<file path="config.mk">
export PLATFORM = sky130hd
export DESIGN_NAME = rtm_retry_timeout_monitor
export DESIGN_NICKNAME = d
export VERILOG_FILES = /design/src/shared/rtm_pkg.sv /design/src/rtl/rtm_retry_timeout_monitor.sv
export VERILOG_INCLUDE_DIRS = /design/src /design/src/shared
export SDC_FILE = /design/constraint.sdc
export NUM_CORES = 1
export LEC_CHECK = 0
export BUFFER_PORTS_ARGS = -buffer_cell sky130_fd_sc_hd__buf_2
export CAP_MARGIN = 20
export CORE_MARGIN = 2
export CORE_UTILIZATION = 45
export CTS_CLUSTER_DIAMETER = 200
export DETAILED_ROUTE_END_ITERATION = 16
export PLACE_DENSITY = 0.76
export SLEW_MARGIN = 20
export SYNTH_ARGS = -nofsm -noshare
export SYNTH_HDL_FRONTEND = slang
export SYNTH_SLANG_ARGS = --single-unit
</file>
<file path="constraint.sdc">
create_clock -name core_clk -period 1.98 [get_ports core_clk]
set_clock_uncertainty 0.05 [all_clocks]
set_input_delay 0.396 -clock core_clk [delete_from_list [all_inputs] [get_ports core_clk]]
set_output_delay 0.396 -clock core_clk [all_outputs]
set_load 0.02 [all_outputs]
</file>
<file path="src/shared/rtm_params.svh">
`ifndef RTM_PARAMS_SVH
`define RTM_PARAMS_SVH
// ----------------------------------------
// Register map and timing
// ----------------------------------------
`define RTM_STATUS_OFFSET 12'h090
`define RTM_STATUS_RESET 8'hc0
`define RTM_PRI_EN_BIT 7
`define RTM_CARD_EN_BIT 6
`define RTM_CARD_EXP_BIT 3
`define RTM_PRI_EXP_BIT 1
`define RTM_LIMIT_LOG2 15
`define RTM_LIMIT_CYCLES 32'd32768
`endif

</file>
<file path="src/shared/rtm_pkg.sv">
`default_nettype none
package rtm_pkg;
	typedef enum logic [1:0] {RTM_IDLE, RTM_WAIT, RTM_DONE} rtm_state_t;
	typedef logic [11:0] rtm_addr_t;
	typedef logic [31:0] rtm_data_t;
	typedef logic [1:0] rtm_resp_t;
endpackage
`default_nettype wire

</file>
<file path="src/rtl/rtm_retry_timeout_monitor.sv">
`timescale 1ns/100ps
`default_nettype none
`include "rtm_params.svh"

// Function
// An enabled primary counter sets the primary expiry flag when a retried master stays away for 2^15 clocks.
// The card-side counter does the same for card-bus retries and sets its own separate flag.
// Status bit 7 enables the primary counter and resets to 1.
// Status bit 6 enables the card-side counter and resets to 1.
// Status bit 3 is the card-side expiry flag, reset 0, cleared by writing 1, unchanged by writing 0.
// Status bit 1 is the primary expiry flag, reset 0, cleared by writing 1, unchanged by writing 0.
// Status bits 5, 4, 2 and 0 read zero and ignore writes.
// The status register sits at offset 0x90 with reset value 0xc0.
// A disabled counter never flags, and a returning master stops and re-arms its counter.
module rtm_retry_timeout_monitor #(
	parameter int unsigned LIMIT = `RTM_LIMIT_CYCLES
) (
	input wire logic core_clk, // 50 MHz clock
	input wire logic rst, // Async reset, high
	input wire logic priRetryIssued, // Pulse: primary master retried
	input wire logic priMasterReturned, // Pulse: primary master came back
	input wire logic cardRetryIssued, // Pulse: card master retried
	input wire logic cardMasterReturned, // Pulse: card master came back
	input wire rtm_pkg::rtm_addr_t s_axi_awaddr, // Write address
	input wire logic s_axi_awvalid, // Write address valid
	output logic s_axi_awready, // Write address ready
	input wire rtm_pkg::rtm_data_t s_axi_wdata, // Write data
	input wire logic [3:0] s_axi_wstrb, // Byte strobes
	input wire logic s_axi_wvalid, // Write data valid
	output logic s_axi_wready, // Write data ready
	output rtm_pkg::rtm_resp_t s_axi_bresp, // Write response
	output logic s_axi_bvalid, // Write response valid
	input wire logic s_axi_bready, // Write response ready
	input wire rtm_pkg::rtm_addr_t s_axi_araddr, // Read address
	input wire logic s_axi_arvalid, // Read address valid
	output logic s_axi_arready, // Read address ready
	output rtm_pkg::rtm_data_t s_axi_rdata, // Read data
	output rtm_pkg::rtm_resp_t s_axi_rresp, // Read response
	output logic s_axi_rvalid, // Read data valid
	input wire logic s_axi_rready, // Read response ready
	output logic priExpired, // Primary expiry flag
	output logic cardExpired // Card expiry flag
);
	import rtm_pkg::*;

	localparam logic [15:0] LAST = 16'(LIMIT - 1);
	localparam rtm_addr_t STATUS_ADDR = `RTM_STATUS_OFFSET;

	// ----------------------------------------
	// Status register
	// ----------------------------------------
	logic priEn_r, cardEn_r, priExp_r, cardExp_r;
	logic priFire, cardFire;
	logic [7:0] statusView;
	assign statusView = {priEn_r, cardEn_r, 2'b00, cardExp_r, 1'b0, priExp_r, 1'b0};

	// ----------------------------------------
	// AXI4-Lite write path
	// ----------------------------------------
	logic awHeld_r, wHeld_r;
	rtm_addr_t awAddr_r;
	rtm_data_t wData_r;
	logic [3:0] wStrb_r;
	logic doWrite, hitWrite, wrByte0;
	assign doWrite = awHeld_r && wHeld_r && !s_axi_bvalid;
	assign hitWrite = doWrite && (awAddr_r[11:2] == STATUS_ADDR[11:2]);
	assign wrByte0 = hitWrite && wStrb_r[0];

	always_ff @(posedge core_clk or posedge rst)
	begin
		if (rst)
		begin
			awHeld_r <= 1'b0;
			wHeld_r <= 1'b0;
			awAddr_r <= '0;
			wData_r <= '0;
			wStrb_r <= '0;
			s_axi_awready <= 1'b0;
			s_axi_wready <= 1'b0;
			s_axi_bvalid <= 1'b0;
			s_axi_bresp <= 2'b00;
		end
		else
		begin
			s_axi_awready <= !awHeld_r && !s_axi_awready;
			s_axi_wready <= !wHeld_r && !s_axi_wready;
			if (s_axi_awvalid && s_axi_awready)
			begin
				awHeld_r <= 1'b1;
				awAddr_r <= s_axi_awaddr;
				s_axi_awready <= 1'b0;
			end
			if (s_axi_wvalid && s_axi_wready)
			begin
				wHeld_r <= 1'b1;
				wData_r <= s_axi_wdata;
				wStrb_r <= s_axi_wstrb;
				s_axi_wready <= 1'b0;
			end
			if (doWrite)
			begin
				s_axi_bvalid <= 1'b1;
				// Unmapped words answer SLVERR so stray software shows up
				s_axi_bresp <= hitWrite ? 2'b00 : 2'b10;
				awHeld_r <= 1'b0;
				wHeld_r <= 1'b0;
			end
			else if (s_axi_bvalid && s_axi_bready)
				s_axi_bvalid <= 1'b0;
		end
	end

	// ----------------------------------------
	// AXI4-Lite read path
	// ----------------------------------------
	logic hitRead;
	assign hitRead = (s_axi_araddr[11:2] == STATUS_ADDR[11:2]);

	always_ff @(posedge core_clk or posedge rst)
	begin
		if (rst)
		begin
			s_axi_arready <= 1'b0;
			s_axi_rvalid <= 1'b0;
			s_axi_rdata <= '0;
			s_axi_rresp <= 2'b00;
		end
		else
		begin
			s_axi_arready <= !s_axi_rvalid && !s_axi_arready;
			if (s_axi_arvalid && s_axi_arready)
			begin
				s_axi_arready <= 1'b0;
				s_axi_rvalid <= 1'b1;
				s_axi_rdata <= hitRead ? {24'h000000, statusView} : 32'h00000000;
				s_axi_rresp <= hitRead ? 2'b00 : 2'b10;
			end
			else if (s_axi_rvalid && s_axi_rready)
				s_axi_rvalid <= 1'b0;
		end
	end

	// ----------------------------------------
	// Register update, set beats clear
	// ----------------------------------------
	logic priExp_nxt, cardExp_nxt;
	assign priExp_nxt = priFire || (priExp_r && !(wrByte0 && wData_r[`RTM_PRI_EXP_BIT]));
	assign cardExp_nxt = cardFire || (cardExp_r && !(wrByte0 && wData_r[`RTM_CARD_EXP_BIT]));

	always_ff @(posedge core_clk or posedge rst)
	begin
		if (rst)
		begin
			priEn_r <= 1'(`RTM_STATUS_RESET >> `RTM_PRI_EN_BIT);
			cardEn_r <= 1'(`RTM_STATUS_RESET >> `RTM_CARD_EN_BIT);
			priExp_r <= 1'b0;
			cardExp_r <= 1'b0;
		end
		else
		begin
			if (wrByte0)
			begin
				priEn_r <= wData_r[`RTM_PRI_EN_BIT];
				cardEn_r <= wData_r[`RTM_CARD_EN_BIT];
			end
			priExp_r <= priExp_nxt;
			cardExp_r <= cardExp_nxt;
		end
	end

	always_ff @(posedge core_clk or posedge rst)
	begin
		if (rst)
		begin
			priExpired <= 1'b0;
			cardExpired <= 1'b0;
		end
		else
		begin
			priExpired <= priExp_nxt;
			cardExpired <= cardExp_nxt;
		end
	end

	// ----------------------------------------
	// Retry timers
	// ----------------------------------------
	rtm_state_t priSt_r, cardSt_r;
	logic [15:0] priCnt_r, cardCnt_r;
	assign priFire = priEn_r && priSt_r == RTM_WAIT && priCnt_r == LAST && !priMasterReturned;
	assign cardFire = cardEn_r && cardSt_r == RTM_WAIT && cardCnt_r == LAST && !cardMasterReturned;

	// A new retry while waiting re-arms; only one outstanding retry per side is tracked
	always_ff @(posedge core_clk or posedge rst)
	begin
		if (rst)
		begin
			priSt_r <= RTM_IDLE;
			priCnt_r <= '0;
		end
		else if (!priEn_r || priMasterReturned)
		begin
			priSt_r <= RTM_IDLE;
			priCnt_r <= '0;
		end
		else
		begin
			case (priSt_r)
				RTM_IDLE: if (priRetryIssued) priSt_r <= RTM_WAIT;
				RTM_WAIT:
				begin
					priCnt_r <= priCnt_r + 16'h0001;
					// A fresh retry in the expiry cycle keeps the timer armed
					if (priFire && !priRetryIssued) priSt_r <= RTM_DONE;
				end
				RTM_DONE: if (priRetryIssued) priSt_r <= RTM_WAIT;
				default: priSt_r <= RTM_IDLE;
			endcase
			if (priRetryIssued) priCnt_r <= '0;
		end
	end

	always_ff @(posedge core_clk or posedge rst)
	begin
		if (rst)
		begin
			cardSt_r <= RTM_IDLE;
			cardCnt_r <= '0;
		end
		else if (!cardEn_r || cardMasterReturned)
		begin
			cardSt_r <= RTM_IDLE;
			cardCnt_r <= '0;
		end
		else
		begin
			case (cardSt_r)
				RTM_IDLE: if (cardRetryIssued) cardSt_r <= RTM_WAIT;
				RTM_WAIT:
				begin
					cardCnt_r <= cardCnt_r + 16'h0001;
					if (cardFire && !cardRetryIssued) cardSt_r <= RTM_DONE;
				end
				RTM_DONE: if (cardRetryIssued) cardSt_r <= RTM_WAIT;
				default: cardSt_r <= RTM_IDLE;
			endcase
			if (cardRetryIssued) cardCnt_r <= '0;
		end
	end
endmodule
`default_nettype wire

</file>
==> report_table.html, run 1 <==
<table>
<tr><th>Metric</th><th>Value</th></tr>
<tr><th colspan="2">Layout</th></tr>
<tr><td>Antenna Cells</td><td>0</td></tr>
<tr><td>Net total in the final layout</td><td>about 440</td></tr>
<tr><td>Fillers</td><td>roughly 630</td></tr>
<tr><td>Fin cells</td><td>470</td></tr>
<tr><td>Commonest non-fill, non-tap cell in the layout</td><td>dfrtp_1</td></tr>
<tr><td>Share of post-route cells with drive strength above 1</td><td>0.2695</td></tr>
<tr><td>Area of the multi-input gates</td><td>around 1400 um^2</td></tr>
<tr><td>Area used by sequential logic in the layout</td><td>1704 um^2</td></tr>
<tr><td>Most frequent cells in the layout</td><td>66 x dfrtp_1, 48 x buf_2, 34 x nor2_1</td></tr>
<tr><td>Area growth from synthesis to final layout</td><td>15.23%</td></tr>
<tr><th colspan="2">Clock tree</th></tr>
<tr><td>Count of hold buffers inserted by post-cts repair</td><td>0</td></tr>
<tr><td>Number of buffers between clock root and the deepest sink</td><td>2</td></tr>
<tr><td>CTS Root Buffer Type</td><td>clkbuf_8</td></tr>
<tr><td>Clock buffer count from CTS</td><td>9</td></tr>
<tr><td>Clock tree from TritonCTS</td><td>done</td></tr>
<tr><td>H-tree depth</td><td>3</td></tr>
<tr><td>Total number of clock tree sinks</td><td>68</td></tr>
<tr><td>Post_cts resized</td><td>0</td></tr>
<tr><td>Clock-pin slew on the worst setup and hold paths</td><td>about 80 ps</td></tr>
<tr><td>Post-CTS setup buffer count</td><td>0</td></tr>
<tr><td>Clock latency of the later-clocked register in the worst-skew pair</td><td>340 ps</td></tr>
<tr><th colspan="2">STA</th></tr>
<tr><td>Fin worst setup slack</td><td>between 80 and 90 ps</td></tr>
<tr><td>Pin slew with the least headroom to its limit</td><td>between 500 and 600 ps</td></tr>
<tr><td>Hold violation count in the final report</td><td>0</td></tr>
<tr><td>Final count of pins violating max slew</td><td>0</td></tr>
<tr><td>Post-route worst hold slack</td><td>approximately 57 ps</td></tr>
<tr><td>Highest attainable clock frequency</td><td>0.5265 GHz</td></tr>
<tr><td>Max-Slew Margin vs Limit</td><td>0.6114</td></tr>
<tr><td>Count of final setup violators</td><td>0</td></tr>
<tr><td>RSZ-0062 raised after global routing</td><td>false</td></tr>
<tr><td>Final worst-path cycle share</td><td>0.9592</td></tr>
<tr><td>Clock period minus final worst setup slack</td><td>~1900 ps</td></tr>
<tr><td>Post-route setup TNS</td><td>0 ps</td></tr>
<tr><th colspan="2">Run</th></tr>
<tr><td>Max Cap Violations</td><td>0</td></tr>
<tr><th colspan="2">Synthesis</th></tr>
<tr><td>Main area contributors after synthesis</td><td>dfrtp_1 50%, buf_4 6.8%, mux2_2 5.1%</td></tr>
<tr><td>Xor and xnor area share after synthesis</td><td>0.05291</td></tr>
<tr><td>Number of synthesized register bits</td><td>about 70</td></tr>
<tr><td>Commonest register cell after synthesis</td><td>dfrtp_1</td></tr>
<tr><td>Area share of fa/ha/maj cells after synthesis</td><td>0.007559</td></tr>
<tr><td>Compound-gate portion of the synthesized area</td><td>0.08428</td></tr>
<tr><td>Multiplexer share of the synthesized area</td><td>0.06387</td></tr>
<tr><td>Cell taking the most area after synthesis</td><td>dfrtp_1</td></tr>
<tr><td>Distinct cells, synth</td><td>46</td></tr>
<tr><td>Simple-gate share of the synthesized area</td><td>0.1871</td></tr>
<tr><td>Number of cells produced by synthesis</td><td>around 310</td></tr>
<tr><td>Combinational family with the most area after synthesis</td><td>simple AND/OR/NAND/NOR gates</td></tr>
<tr><td>Yosys warning total</td><td>0</td></tr>
<tr><td>Count of flip-flops with a built-in enable after synthesis</td><td>0</td></tr>
<tr><td>Share of synthesized flip-flops with an asynchronous set or reset</td><td>1.000</td></tr>
<tr><td>Per-instance average area after synthesis</td><td>about 11 um^2</td></tr>
<tr><td>Netlist area before placement</td><td>3311 um^2</td></tr>
<tr><td>Post-synthesis sequential area ratio</td><td>0.5147</td></tr>
<tr><td>Area share of the largest cell type after synthesis</td><td>0.4989</td></tr>
<tr><th colspan="2">Critical path</th></tr>
<tr><td>Required arrival time at the worst endpoint</td><td>between 2000 and 2500 ps</td></tr>
<tr><td>Crit path from</td><td>awAddr_r[11]$_DFFE_PP0P_</td></tr>
<tr><td>R2r endpoint</td><td>cardExpired$_DFF_PP0_</td></tr>
<tr><td>Worst setup slack for register-to-register paths</td><td>80 ps</td></tr>
<tr><td>Cell family with most CP delay</td><td>simple AND/OR/NAND/NOR gates</td></tr>
<tr><td>Highest cell delay on the worst timing path</td><td>550 ps</td></tr>
<tr><td>Type of destination of the critical path</td><td>flop</td></tr>
<tr><td>Total stage count of the critical path</td><td>4</td></tr>
<tr><td>WP buf/inv</td><td>0</td></tr>
<tr><td>Arrival @ worst endpoint</td><td>roughly 2100 ps</td></tr>
<tr><td>CP Max Fanout</td><td>3</td></tr>
<tr><td>Worst path slowest cell</td><td>or4_4</td></tr>
<tr><td>Startpoint types</td><td>flop</td></tr>
<tr><td>Worst setup path end</td><td>cardExpired$_DFF_PP0_</td></tr>
<tr><td>Worst R2R Path Depth</td><td>4</td></tr>
<tr><td>List of cells traversed by the critical path</td><td>or4_4 -&gt; nor4_4 -&gt; nand3_2 -&gt; a211o_1</td></tr>
<tr><td>Reg-to-reg critical path startpoint</td><td>awAddr_r[11]$_DFFE_PP0P_</td></tr>
<tr><td>Class of the most critical setup path</td><td>flop to flop</td></tr>
<tr><th colspan="2">Global routing</th></tr>
<tr><td>Via count of the first global-routing pass</td><td>2,379</td></tr>
<tr><td>Largest net degree at the start of global routing</td><td>29</td></tr>
<tr><td>Wire length of the first global-routing pass</td><td>around 11 mm</td></tr>
<tr><td>Overflow left after global routing</td><td>0</td></tr>
<tr><td>Overall track demand over capacity in global routing</td><td>0.1650</td></tr>
<tr><td>Antenna violations before repair</td><td>0</td></tr>
<tr><th colspan="2">Drt</th></tr>
<tr><td>Total wire length after detailed routing</td><td>slightly above 6 mm</td></tr>
<tr><td>Post-detailed-route DRC marker count</td><td>0</td></tr>
<tr><td>Via total after detailed routing</td><td>between 2,000 and 2,500</td></tr>
<tr><td>First-pass DRT Iterations</td><td>5</td></tr>
<tr><td>Wire length per cell</td><td>approximately 13 um</td></tr>
<tr><td>ANT nets after route</td><td>0</td></tr>
<tr><td>Number of violations reported at the end of detailed-routing iteration 0</td><td>between 100 and 150</td></tr>
<tr><td>Avg Vias per Cell</td><td>just under 5</td></tr>
<tr><th colspan="2">Placement</th></tr>
<tr><td>Global placer's final weighted congestion</td><td>approximately 0.77</td></tr>
<tr><td>IO Port Bufs</td><td>48</td></tr>
<tr><td>Half-perimeter wire length of the detailed placement result</td><td>4.536 mm</td></tr>
<tr><td>Dpl cells</td><td>around 450</td></tr>
<tr><td>Worst slack, placed</td><td>about 95 ps</td></tr>
<tr><th colspan="2">Floorplan</th></tr>
<tr><td>I/O Pins</td><td>114</td></tr>
<tr><td>Num rows</td><td>31</td></tr>
<tr><td>Die outline width</td><td>89.78 um</td></tr>
<tr><td>Core Footprint</td><td>7176 um^2</td></tr>
<tr><td>Starting Density</td><td>0.4614</td></tr>
<tr><td>Die footprint</td><td>~8100 um^2</td></tr>
<tr><td>Die Span Y</td><td>approximately 90 um</td></tr>
<tr><th colspan="2">Worst hold path</th></tr>
<tr><td>Hold/Removal Path Class</td><td>input pin to asynchronous set/reset pin</td></tr>
<tr><th colspan="2">Outcome</th></tr>
<tr><td>Outcome</td><td>finished, final reports clean</td></tr>
<tr><th colspan="2">Power</th></tr>
<tr><td>VDD IR max</td><td>0.0007148 V</td></tr>
<tr><td>PD cells</td><td>about 950 nW/um^2</td></tr>
<tr><td>Static leakage</td><td>0.001772 uW</td></tr>
</table>
[logic make-up (layout without fill, tap and decap cells)]
kind of cell,count (synthesis),in the layout
AO/OA/AOI/OAI,42,42
buffers and inverters,48,84
adder cells (fa/ha/maj),2,2
XOR/XNOR,20,20
flip-flops,68,68
other,1,30
AND/OR/NAND/NOR,106,106
multiplexers,19,19
[cell type report]
| type | instances | share of cell area |
|---|---|---|
| clock buffer | 12 | 0.03805 |
| sequential | 68 | 0.4467 |
| multi-input combinational | 219 | 0.3729 |
| timing repair buffer | 55 | 0.07675 |
| clock inverter | 4 | 0.01935 |
| tap | 99 | 0.03247 |
| inverter | 13 | 0.01378 |
[cells in the mapped netlist (all sizes together) (2+ instances only)]
| cell type | count |
|---|---|
| nand3b | 2 |
| clkbuf | 5 |
| nor3 | 6 |
| mux2i | 2 |
| nor2b | 3 |
| nor4 | 7 |
| o21a | 2 |
| buf | 30 |
| or2 | 2 |
| nand2 | 15 |
| nand3 | 6 |
| nor4b | 3 |
| nand4b | 2 |
| and3 | 7 |
| ha | 2 |
| a31o | 4 |
| a31oi | 5 |
| dfrtp | 66 |
| dfstp | 2 |
| or3 | 4 |
| a41o | 4 |
| nor2 | 34 |
| a22o | 4 |
| o21ai | 9 |
| inv | 13 |
| xor2 | 7 |
| a21oi | 12 |
| xnor2 | 13 |
| nand4 | 8 |
| mux2 | 17 |
| nand2b | 2 |
[per-layer routing]
layer / GRT usage / wire length [um]
met1: 0.2101 / 2798
met2: 0.2797 / 3110
met3: 0.04778 / 180
met4: 0.03974 / 58
met5: 0 / 0
[worst reg2reg max path: cells and delay by family (launching register included)]
family / cells / cell delay [ps]
compound gates: 1 / 320
flops: 1 / 390
simple gates: 3 / 1030
[where the power goes]
part / internal (uW) / switching (uW)
logic: 267 / 323
clock network: 745 / 511
registers: 1630 / 151
[sequential cells by signal, summed over array words and instances (netlist names)]
name,count
s_axi_awready,1
wStrb_r,1
priExpired,1
priEn_r,1
cardEn_r,1
s_axi_rdata,4
priSt_r,2
priCnt_r,16
s_axi_bvalid,1
wHeld_r,1
wData_r,4
s_axi_rresp,1
cardCnt_r,16
awHeld_r,1
s_axi_bresp,1
awAddr_r,10
cardExpired,1
s_axi_rvalid,1
s_axi_wready,1
cardSt_r,2
s_axi_arready,1
[how the worst min path moves through the flow]
stage | startpoint | to | slack, ps
after detailed placement | s_axi_wready$_DFF_PP0_ | s_axi_wready$_DFF_PP0_ | 390
after global placement | s_axi_awready$_DFF_PP0_ | s_axi_awready$_DFF_PP0_ | 380
after global routing | rst | cardCnt_r[7]$_DFFE_PP0P_ | 100
after floorplan | wHeld_r$_DFFE_PP0P_ | s_axi_wready$_DFF_PP0_ | 390
final | rst | cardCnt_r[7]$_DFFE_PP0P_ | 60
after CTS | rst | cardCnt_r[7]$_DFFE_PP0P_ | 70
[per-stage QoR]
step	total power, uW	utilization	instance area [um^2]
2_1_floorplan	2254	-	3423
3_3_place_gp	2374	0.5011	3596
3_5_place_dp	2404	0.5011	3596
4_1_cts	3661	0.5316	3815
5_1_grt	3812	0.5316	3815
6_report	3622	0.5316	3815
Power figures use the tool's default switching activity.
==> run 2: changes to the inputs <==
Settings changed: CORE_UTILIZATION 45 to 40, PLACE_DENSITY 0.76 to 0.69.
==> run 2 against run 1 <==
Net effect: critical endpoint unchanged; worst hold slack improved by 40 ps; critical path type unchanged; via count increased by 0.73%; register-to-register slack improved by 40 ps; total power is 2.1% lower; fmax up 2.2%.
==> report_table.html, run 2 (same netlist as run 1, synthesis figures left out) <==
<table>
<tr><th>Metric</th><th>Value</th></tr>
<tr><th colspan="2">STA</th></tr>
<tr><td>Final worst-path cycle share</td><td>0.9385 (-0.02074)</td></tr>
<tr><td>Clock period minus final worst setup slack</td><td>1858 ps (-41.07 ps)</td></tr>
<tr><td>RSZ-0062 raised after global routing</td><td>false</td></tr>
<tr><td>Fin worst setup slack</td><td>121.8 ps (+41.07 ps)</td></tr>
<tr><td>Highest attainable clock frequency</td><td>0.5382 GHz (+2.2%)</td></tr>
<tr><td>Final count of pins violating max slew</td><td>0 (unchanged)</td></tr>
<tr><td>Post-route setup TNS</td><td>0 ps (unchanged)</td></tr>
<tr><td>Hold violation count in the final report</td><td>0 (unchanged)</td></tr>
<tr><td>Count of final setup violators</td><td>0 (unchanged)</td></tr>
<tr><th colspan="2">Drt</th></tr>
<tr><td>Via total after detailed routing</td><td>2,346 (+0.73%)</td></tr>
<tr><td>First-pass DRT Iterations</td><td>4 (-1)</td></tr>
<tr><td>Number of violations reported at the end of detailed-routing iteration 0</td><td>83 (-36%)</td></tr>
<tr><td>Avg Vias per Cell</td><td>4.949 (-0.12%)</td></tr>
<tr><td>ANT nets after route</td><td>0 (unchanged)</td></tr>
<tr><td>Post-detailed-route DRC marker count</td><td>0 (unchanged)</td></tr>
<tr><td>Total wire length after detailed routing</td><td>6.076 mm (-1.2%)</td></tr>
<tr><td>Wire length per cell</td><td>12.82 um (-2.0%)</td></tr>
<tr><th colspan="2">Clock tree</th></tr>
<tr><td>CTS Root Buffer Type</td><td>clkbuf_8</td></tr>
<tr><td>Clock latency of the later-clocked register in the worst-skew pair</td><td>340 ps (about the same)</td></tr>
<tr><td>Clock-pin slew on the worst setup and hold paths</td><td>70 ps (about the same)</td></tr>
<tr><td>Count of hold buffers inserted by post-cts repair</td><td>0 (unchanged)</td></tr>
<tr><td>Number of buffers between clock root and the deepest sink</td><td>2 (unchanged)</td></tr>
<tr><td>Clock tree from TritonCTS</td><td>done</td></tr>
<tr><td>Clock buffer count from CTS</td><td>9 (unchanged)</td></tr>
<tr><td>Post-CTS setup buffer count</td><td>0 (unchanged)</td></tr>
<tr><td>H-tree depth</td><td>3 (unchanged)</td></tr>
<tr><td>Total number of clock tree sinks</td><td>68 (unchanged)</td></tr>
<tr><td>Post_cts resized</td><td>0 (unchanged)</td></tr>
<tr><th colspan="2">Critical path</th></tr>
<tr><td>Class of the most critical setup path</td><td>flop to flop</td></tr>
<tr><td>Cell family with most CP delay</td><td>simple AND/OR/NAND/NOR gates</td></tr>
<tr><td>WP buf/inv</td><td>0 (unchanged)</td></tr>
<tr><td>Arrival @ worst endpoint</td><td>2040 ps (-40 ps)</td></tr>
<tr><td>Type of destination of the critical path</td><td>flop</td></tr>
<tr><td>Crit path from</td><td>awAddr_r[11]$_DFFE_PP0P_</td></tr>
<tr><td>Reg-to-reg critical path startpoint</td><td>awAddr_r[11]$_DFFE_PP0P_</td></tr>
<tr><td>Highest cell delay on the worst timing path</td><td>550 ps (about the same)</td></tr>
<tr><td>List of cells traversed by the critical path</td><td>or4_4 -&gt; nor4_4 -&gt; nand3_2 -&gt; a211o_1</td></tr>
<tr><td>Required arrival time at the worst endpoint</td><td>2160 ps (about the same)</td></tr>
<tr><td>Startpoint types</td><td>flop</td></tr>
<tr><td>Worst path slowest cell</td><td>or4_4</td></tr>
<tr><td>CP Max Fanout</td><td>3 (unchanged)</td></tr>
<tr><th colspan="2">Layout</th></tr>
<tr><td>Area growth from synthesis to final layout</td><td>15.12% (about the same)</td></tr>
<tr><td>Net total in the final layout</td><td>438 (-0.23%)</td></tr>
<tr><td>Antenna Cells</td><td>0 (unchanged)</td></tr>
<tr><td>Fillers</td><td>759 (+21%)</td></tr>
<tr><td>Fin cells</td><td>474 (+0.85%)</td></tr>
<tr><td>Area of the multi-input gates</td><td>1423 um^2 (unchanged)</td></tr>
<tr><td>Area used by sequential logic in the layout</td><td>1704 um^2 (unchanged)</td></tr>
<tr><td>Share of post-route cells with drive strength above 1</td><td>0.2656 (-0.003959)</td></tr>
<tr><td>Registers with the highest flip-flop counts</td><td>cardCnt_r (16), priCnt_r (16), awAddr_r (10)</td></tr>
<tr><td>Most frequent cells in the layout</td><td>66 x dfrtp_1, 48 x buf_2, 34 x nor2_1</td></tr>
<tr><td>Commonest non-fill, non-tap cell in the layout</td><td>dfrtp_1</td></tr>
<tr><th colspan="2">Global routing</th></tr>
<tr><td>Overflow left after global routing</td><td>0 (unchanged)</td></tr>
<tr><td>Overall track demand over capacity in global routing</td><td>0.1484 (-0.01656)</td></tr>
<tr><td>Largest net degree at the start of global routing</td><td>69 (+140%)</td></tr>
<tr><td>Via count of the first global-routing pass</td><td>2,286 (-3.9%)</td></tr>
<tr><td>Antenna violations before repair</td><td>0 (unchanged)</td></tr>
<tr><td>Wire length of the first global-routing pass</td><td>10.37 mm (-5.1%)</td></tr>
<tr><th colspan="2">Outcome</th></tr>
<tr><td>Outcome</td><td>finished, final reports clean</td></tr>
<tr><th colspan="2">Floorplan</th></tr>
<tr><td>Num rows</td><td>33 (+6.5%)</td></tr>
<tr><td>Die footprint</td><td>9020 um^2 (+12%)</td></tr>
<tr><td>I/O Pins</td><td>114 (unchanged)</td></tr>
<tr><td>Core Footprint</td><td>8134 um^2 (+13%)</td></tr>
<tr><td>Die outline width</td><td>94.98 um (+5.8%)</td></tr>
<tr><td>Die Span Y</td><td>94.98 um (+5.8%)</td></tr>
<tr><td>Starting Density</td><td>0.4070 (-0.05436)</td></tr>
<tr><th colspan="2">Placement</th></tr>
<tr><td>IO Port Bufs</td><td>48 (unchanged)</td></tr>
<tr><td>Worst slack, placed</td><td>94.86 ps (+0.06760 ps)</td></tr>
<tr><td>Dpl cells</td><td>459 (+1.1%)</td></tr>
<tr><td>Half-perimeter wire length of the detailed placement result</td><td>4.268 mm (-5.9%)</td></tr>
<tr><td>Global placer's final weighted congestion</td><td>0.7969 (+2.9%)</td></tr>
<tr><th colspan="2">Run</th></tr>
<tr><td>Max Cap Violations</td><td>0 (unchanged)</td></tr>
<tr><th colspan="2">Power</th></tr>
<tr><td>Portion of total power attributed to the clock network</td><td>0.334 (-0.013)</td></tr>
<tr><td>Total internal power</td><td>2572 uW (-2.4%)</td></tr>
<tr><td>Static leakage</td><td>0.001765 uW (-0.41%)</td></tr>
<tr><td>VDD IR max</td><td>0.0005666 V (-21%)</td></tr>
<tr><td>PD cells</td><td>930.0 nW/um^2 (-2.0%)</td></tr>
<tr><td>P_sw</td><td>972.1 uW (-1.4%)</td></tr>
<tr><td>Switching share of power</td><td>0.2742 (+0.002194)</td></tr>
<tr><td>Part of the power in combinational logic</td><td>0.165 (+0.002)</td></tr>
<tr><td>Sequential group share of total power</td><td>0.502 (+0.012)</td></tr>
<tr><th colspan="2">Worst hold path</th></tr>
<tr><td>Hold/Removal Path Class</td><td>input pin to asynchronous set/reset pin</td></tr>
</table>
[run 2: changes by cell type in the layout (fill, tap and decap cells not counted), sizes merged]
cell / change
buf: -1
bufinv: -1
clkbuf: +2
clkinv: -2
[run 2: metal layers]
layer	global-route usage	vias up	wire [um]	share of wire
met5	0	-	0	0
met4	0.04589	0	70	0.012
met3	0.04948	9	323	0.053
met1	0.1797	1141	2717	0.45
met2	0.2506	61	2964	0.49
li1	-	1135	-	-
[run 2: final cells by class]
| type | instances | area share |
|---|---|---|
| sequential | 68 | 0.4471 |
| clock buffer | 14 | 0.04531 |
| multi-input combinational | 219 | 0.3733 |
| clock inverter | 1 | 0.007879 |
| tap | 105 | 0.03447 |
| inverter | 13 | 0.01379 |
| timing repair buffer | 54 | 0.07814 |
[run 2: final timing paths]
path	to	slack, ps	depth (start not counted)
setup reg to reg	cardExpired$_DFF_PP0_	120	4
hold reg to reg	s_axi_arready$_DFF_PP0_	400	1
min in group core_clk	s_axi_bvalid$_DFFE_PP0P_	190	2
hold / removal	cardCnt_r[6]$_DFFE_PP0P_	100	3
setup / recovery	cardExpired$_DFF_PP0_	120	4
max in group asynchronous	priEn_r$_DFFE_PP1N_	1470	3
[run 2: power groups by stage]
stage | Clock, uW | Combinational (uW) | Sequential (uW)
after global placement | 0 | 583 | 1800
after CTS | 1220 | 595 | 1780
after global routing | 1270 | 643 | 1810
final | 1180 | 583 | 1780
after detailed placement | 0 | 593 | 1810
after floorplan | 0 | 419 | 1840
[run 2: worst min-delay path: stages]
cell        delay [ps]
buf_2              110
clkinvlp_4          70
buf_12             310
[run 2: metrics by stage]
step | area, um^2 | utilization | hold WS [ps] | total power [uW]
floorplan | 3423 | - | 389.2 | 2254
global placement | 3608 | 0.4436 | 388.6 | 2378
detailed placement | 3608 | 0.4436 | 396.3 | 2402
CTS | 3811 | 0.4685 | 105.5 | 3592
global route | 3811 | 0.4685 | 127.2 | 3722
finish | 3811 | 0.4685 | 96.94 | 3545
==> run 3: changes to the inputs <==
Settings changed: ABC_AREA set to 1, PLACE_DENSITY 0.69 to 0.67.
==> run 3 against run 2 <==
Net effect: register-to-register slack improved by 330 ps; global-route usage increased by 0.23 points; total power decreased by 4.8%; synthesized cell count increased by 60%.
==> report_table.html, run 3 <==
<table>
<tr><th>Metric</th><th>Value</th></tr>
<tr><th colspan="2">Critical path</th></tr>
<tr><td>Arrival @ worst endpoint</td><td>1760 ps (-280 ps)</td></tr>
<tr><td>WP buf/inv</td><td>2 (+2)</td></tr>
<tr><td>Cell with the most instances on the worst path</td><td>o21ai_0</td></tr>
<tr><td>Total stage count of the critical path</td><td>8 (+4)</td></tr>
<tr><td>CP Max Fanout</td><td>14 (+11)</td></tr>
<tr><td>Startpoint types</td><td>flop</td></tr>
<tr><td>Class of the most critical setup path</td><td>flop to flop</td></tr>
<tr><td>R2r endpoint</td><td>priCnt_r[5]$_DFFE_PP0P_</td></tr>
<tr><td>Type of destination of the critical path</td><td>flop</td></tr>
<tr><td>List of cells traversed by the critical path</td><td>inv_2 -&gt; nor2_8 -&gt; nand2_2 -&gt; nor2_4 -&gt; o21ai_0 -&gt; o21ai_0 -&gt; nand2_1 -&gt; inv_1</td></tr>
<tr><td>Reg-to-reg critical path startpoint</td><td>priEn_r$_DFFE_PP1N_</td></tr>
<tr><td>Required arrival time at the worst endpoint</td><td>2210 ps (+50 ps)</td></tr>
<tr><td>Cell family with most CP delay</td><td>flip-flops</td></tr>
<tr><td>Worst path slowest cell</td><td>dfstp_2</td></tr>
<tr><td>Highest cell delay on the worst timing path</td><td>540 ps (about the same)</td></tr>
<tr><td>Worst setup slack for register-to-register paths</td><td>450 ps (+330 ps)</td></tr>
<tr><td>Worst R2R Path Depth</td><td>8 (+4)</td></tr>
<tr><th colspan="2">Synthesis</th></tr>
<tr><td>Simple-gate share of the synthesized area</td><td>0.3262 (+0.1391)</td></tr>
<tr><td>Distinct cells, synth</td><td>36 (-22%)</td></tr>
<tr><td>Share of synthesized flip-flops with an asynchronous set or reset</td><td>1.000 (unchanged)</td></tr>
<tr><td>Commonest register cell after synthesis</td><td>dfrtp_1</td></tr>
<tr><td>Netlist area before placement</td><td>3782 um^2 (+14%)</td></tr>
<tr><td>Count of flip-flops with a built-in enable after synthesis</td><td>0 (unchanged)</td></tr>
<tr><td>Area share of the largest cell type after synthesis</td><td>0.4367 (-0.06221)</td></tr>
<tr><td>Post-synthesis sequential area ratio</td><td>0.4505 (-0.06419)</td></tr>
<tr><td>Xor and xnor area share after synthesis</td><td>0.006947 (-0.04596)</td></tr>
<tr><td>Area share of fa/ha/maj cells after synthesis</td><td>0.006616 (-0.0009426)</td></tr>
<tr><td>Multiplexer share of the synthesized area</td><td>0 (-0.06387)</td></tr>
<tr><td>Post-synth top cells</td><td>143 x nand2_1, 66 x dfrtp_1, 56 x inv_1</td></tr>
<tr><td>Number of synthesized register bits</td><td>68 (unchanged)</td></tr>
<tr><td>Main area contributors after synthesis</td><td>dfrtp_1 44%, nand2_1 14%, buf_4 6.0%</td></tr>
<tr><td>Leading cell type by number of instances after synthesis</td><td>nand2_1</td></tr>
<tr><td>Per-instance average area after synthesis</td><td>7.719 um^2 (-29%)</td></tr>
<tr><td>Combinational family with the most area after synthesis</td><td>simple AND/OR/NAND/NOR gates</td></tr>
<tr><td>Yosys warning total</td><td>0 (unchanged)</td></tr>
<tr><td>Compound-gate portion of the synthesized area</td><td>0.08237 (-0.001910)</td></tr>
<tr><td>Cell taking the most area after synthesis</td><td>dfrtp_1</td></tr>
<tr><td>Number of cells produced by synthesis</td><td>490 (+60%)</td></tr>
<tr><th colspan="2">Clock tree</th></tr>
<tr><td>Clock buffer count from CTS</td><td>9 (unchanged)</td></tr>
<tr><td>Clock tree from TritonCTS</td><td>done</td></tr>
<tr><td>Clock latency of the later-clocked register in the worst-skew pair</td><td>330 ps (about the same)</td></tr>
<tr><td>CTS Root Buffer Type</td><td>clkbuf_8</td></tr>
<tr><td>Count of hold buffers inserted by post-cts repair</td><td>0 (unchanged)</td></tr>
<tr><td>Number of buffers between clock root and the deepest sink</td><td>2 (unchanged)</td></tr>
<tr><td>H-tree depth</td><td>3 (unchanged)</td></tr>
<tr><td>Clock-pin slew on the worst setup and hold paths</td><td>80 ps (about the same)</td></tr>
<tr><td>Post-CTS setup buffer count</td><td>0 (unchanged)</td></tr>
<tr><td>Post_cts resized</td><td>0 (unchanged)</td></tr>
<tr><td>Total number of clock tree sinks</td><td>68 (unchanged)</td></tr>
<tr><th colspan="2">Drt</th></tr>
<tr><td>ANT nets after route</td><td>0 (unchanged)</td></tr>
<tr><td>Number of violations reported at the end of detailed-routing iteration 0</td><td>119 (+43%)</td></tr>
<tr><td>Avg Vias per Cell</td><td>4.738 (-4.3%)</td></tr>
<tr><td>Via total after detailed routing</td><td>3,141 (+34%)</td></tr>
<tr><td>Wire length per cell</td><td>10.81 um (-16%)</td></tr>
<tr><td>First-pass DRT Iterations</td><td>4 (unchanged)</td></tr>
<tr><td>Post-detailed-route DRC marker count</td><td>0 (unchanged)</td></tr>
<tr><td>Total wire length after detailed routing</td><td>7.165 mm (+18%)</td></tr>
<tr><th colspan="2">Floorplan</th></tr>
<tr><td>Die outline width</td><td>101.2 um (+6.6%)</td></tr>
<tr><td>Num rows</td><td>35 (+6.1%)</td></tr>
<tr><td>Die footprint</td><td>10,250 um^2 (+14%)</td></tr>
<tr><td>Starting Density</td><td>0.4113 (+0.004278)</td></tr>
<tr><td>I/O Pins</td><td>114 (unchanged)</td></tr>
<tr><td>Die Span Y</td><td>101.2 um (+6.6%)</td></tr>
<tr><td>Core Footprint</td><td>9196 um^2 (+13%)</td></tr>
<tr><th colspan="2">Placement</th></tr>
<tr><td>Half-perimeter wire length of the detailed placement result</td><td>5.449 mm (+28%)</td></tr>
<tr><td>Global placer's final weighted congestion</td><td>0.8949 (+12%)</td></tr>
<tr><td>IO Port Bufs</td><td>48 (unchanged)</td></tr>
<tr><th colspan="2">STA</th></tr>
<tr><td>Highest attainable clock frequency</td><td>0.6556 GHz (+22%)</td></tr>
<tr><td>RSZ-0062 raised after global routing</td><td>false</td></tr>
<tr><td>Final count of pins violating max slew</td><td>0 (unchanged)</td></tr>
<tr><td>Clock period minus final worst setup slack</td><td>1525 ps (-332.8 ps)</td></tr>
<tr><td>Final worst-path cycle share</td><td>0.7704 (-0.1681)</td></tr>
<tr><td>Hold violation count in the final report</td><td>0 (unchanged)</td></tr>
<tr><td>Post-route worst hold slack</td><td>93.62 ps (-3.315 ps)</td></tr>
<tr><td>Count of final setup violators</td><td>0 (unchanged)</td></tr>
<tr><td>Post-route setup TNS</td><td>0 ps (unchanged)</td></tr>
<tr><th colspan="2">Layout</th></tr>
<tr><td>Antenna Cells</td><td>0 (unchanged)</td></tr>
<tr><td>Share of post-route cells with drive strength above 1</td><td>0.1920 (-0.07355)</td></tr>
<tr><td>Net total in the final layout</td><td>620 (+42%)</td></tr>
<tr><td>Most frequent cells in the layout</td><td>143 x nand2_1, 66 x dfrtp_1, 55 x inv_1</td></tr>
<tr><td>Commonest non-fill, non-tap cell in the layout</td><td>nand2_1</td></tr>
<tr><td>Registers with the highest flip-flop counts</td><td>cardCnt_r (16), priCnt_r (16), awAddr_r (10)</td></tr>
<tr><td>Area growth from synthesis to final layout</td><td>12.07%</td></tr>
<tr><th colspan="2">Power</th></tr>
<tr><td>VDD IR max</td><td>0.0004844 V (-15%)</td></tr>
<tr><td>PD cells</td><td>795.6 nW/um^2 (-14%)</td></tr>
<tr><td>Static leakage</td><td>0.002015 uW (+14%)</td></tr>
<tr><th colspan="2">Global routing</th></tr>
<tr><td>Wire length of the first global-routing pass</td><td>12.63 mm (+22%)</td></tr>
<tr><td>Overall track demand over capacity in global routing</td><td>0.1508 (+0.002344)</td></tr>
<tr><td>Largest net degree at the start of global routing</td><td>69 (unchanged)</td></tr>
<tr><td>Overflow left after global routing</td><td>0 (unchanged)</td></tr>
<tr><td>Via count of the first global-routing pass</td><td>3,019 (+32%)</td></tr>
<tr><td>Antenna violations before repair</td><td>0 (unchanged)</td></tr>
<tr><th colspan="2">Outcome</th></tr>
<tr><td>Outcome</td><td>finished, final reports clean</td></tr>
<tr><th colspan="2">Run</th></tr>
<tr><td>Max Cap Violations</td><td>0 (unchanged)</td></tr>
<tr><th colspan="2">Worst hold path</th></tr>
<tr><td>Hold/Removal Path Class</td><td>input pin to asynchronous set/reset pin</td></tr>
</table>
==> run 3: routing by layer <==
| metal | GRT usage | vias up | routed length (um) |
|---|---|---|---|
| met3 | 0.03382 | 12 | 243 |
| met5 | 0 | - | 0 |
| met2 | 0.2542 | 63 | 3520 |
| met1 | 0.1908 | 1452 | 3281 |
| met4 | 0.05301 | 0 | 120 |
| li1 | - | 1614 | - |
==> run 3: metrics by stage <==
step / total power, uW / cells / util / instance area (um^2) / setup slack (ps)
after floorplan: 2214 / 519 / - / 3895 / 671.6
after global placement: 2348 / 647 / 0.4407 / 4053 / 456.8
after global routing: 3611 / 663 / 0.4610 / 4239 / 298.7
after detailed placement: 2374 / 647 / 0.4407 / 4053 / 457.6
final: 3373 / 663 / 0.4610 / 4239 / 454.6
after CTS: 3434 / 663 / 0.4610 / 4239 / 437.3
==> run 3: worst register-to-register path, cell delays in order, from the launching register on <==
cell and delay (ps):
dfstp_2 540, inv_2 60, nor2_8 110, nand2_2 80, nor2_4 280, o21ai_0 140
o21ai_0 90, nand2_1 70, inv_1 50
==> run 3: layout make-up <==
cell class                      count  area [um^2]
Clock buffer                       10        137.6
Clock inverter                      6        48.80
Fill cell                         919         4957
Inverter                           63        240.2
Multi-Input combinational cell    356         1709
Sequential cell                    68         1704
Tap cell                          111        138.9
Timing Repair Buffer               49        260.3
==> run 3: worst max path at each step <==
stage / start / end / slack [ps]
5_1_grt: priEn_r$_DFFE_PP1N_ / priCnt_r[5]$_DFFE_PP0P_ / 300
2_1_floorplan: cardCnt_r[0]$_DFFE_PP0P_ / cardCnt_r[12]$_DFFE_PP0P_ / 670
6_report: priEn_r$_DFFE_PP1N_ / priCnt_r[5]$_DFFE_PP0P_ / 450
3_5_place_dp: priMasterReturned / priCnt_r[5]$_DFFE_PP0P_ / 460
3_3_place_gp: priEn_r$_DFFE_PP1N_ / priCnt_r[5]$_DFFE_PP0P_ / 460
4_1_cts: priEn_r$_DFFE_PP1N_ / priCnt_r[5]$_DFFE_PP0P_ / 440
==> run 3: report_power, final <==
group,internal (uW),leakage (uW),switching [uW],total (uW)
sequential,1610,0.000887,140,1750
clock,496,0.0000851,539,1040
combinational,189,0.00104,400,590
==> run 3: cell families after synthesis <==
kind of cell / count (synthesis)
adder cells (fa/ha/maj): 2
AO/OA/AOI/OAI: 56
XOR/XNOR: 3
other: 1
flip-flops: 68
buffers and inverters: 95
AND/OR/NAND/NOR: 265
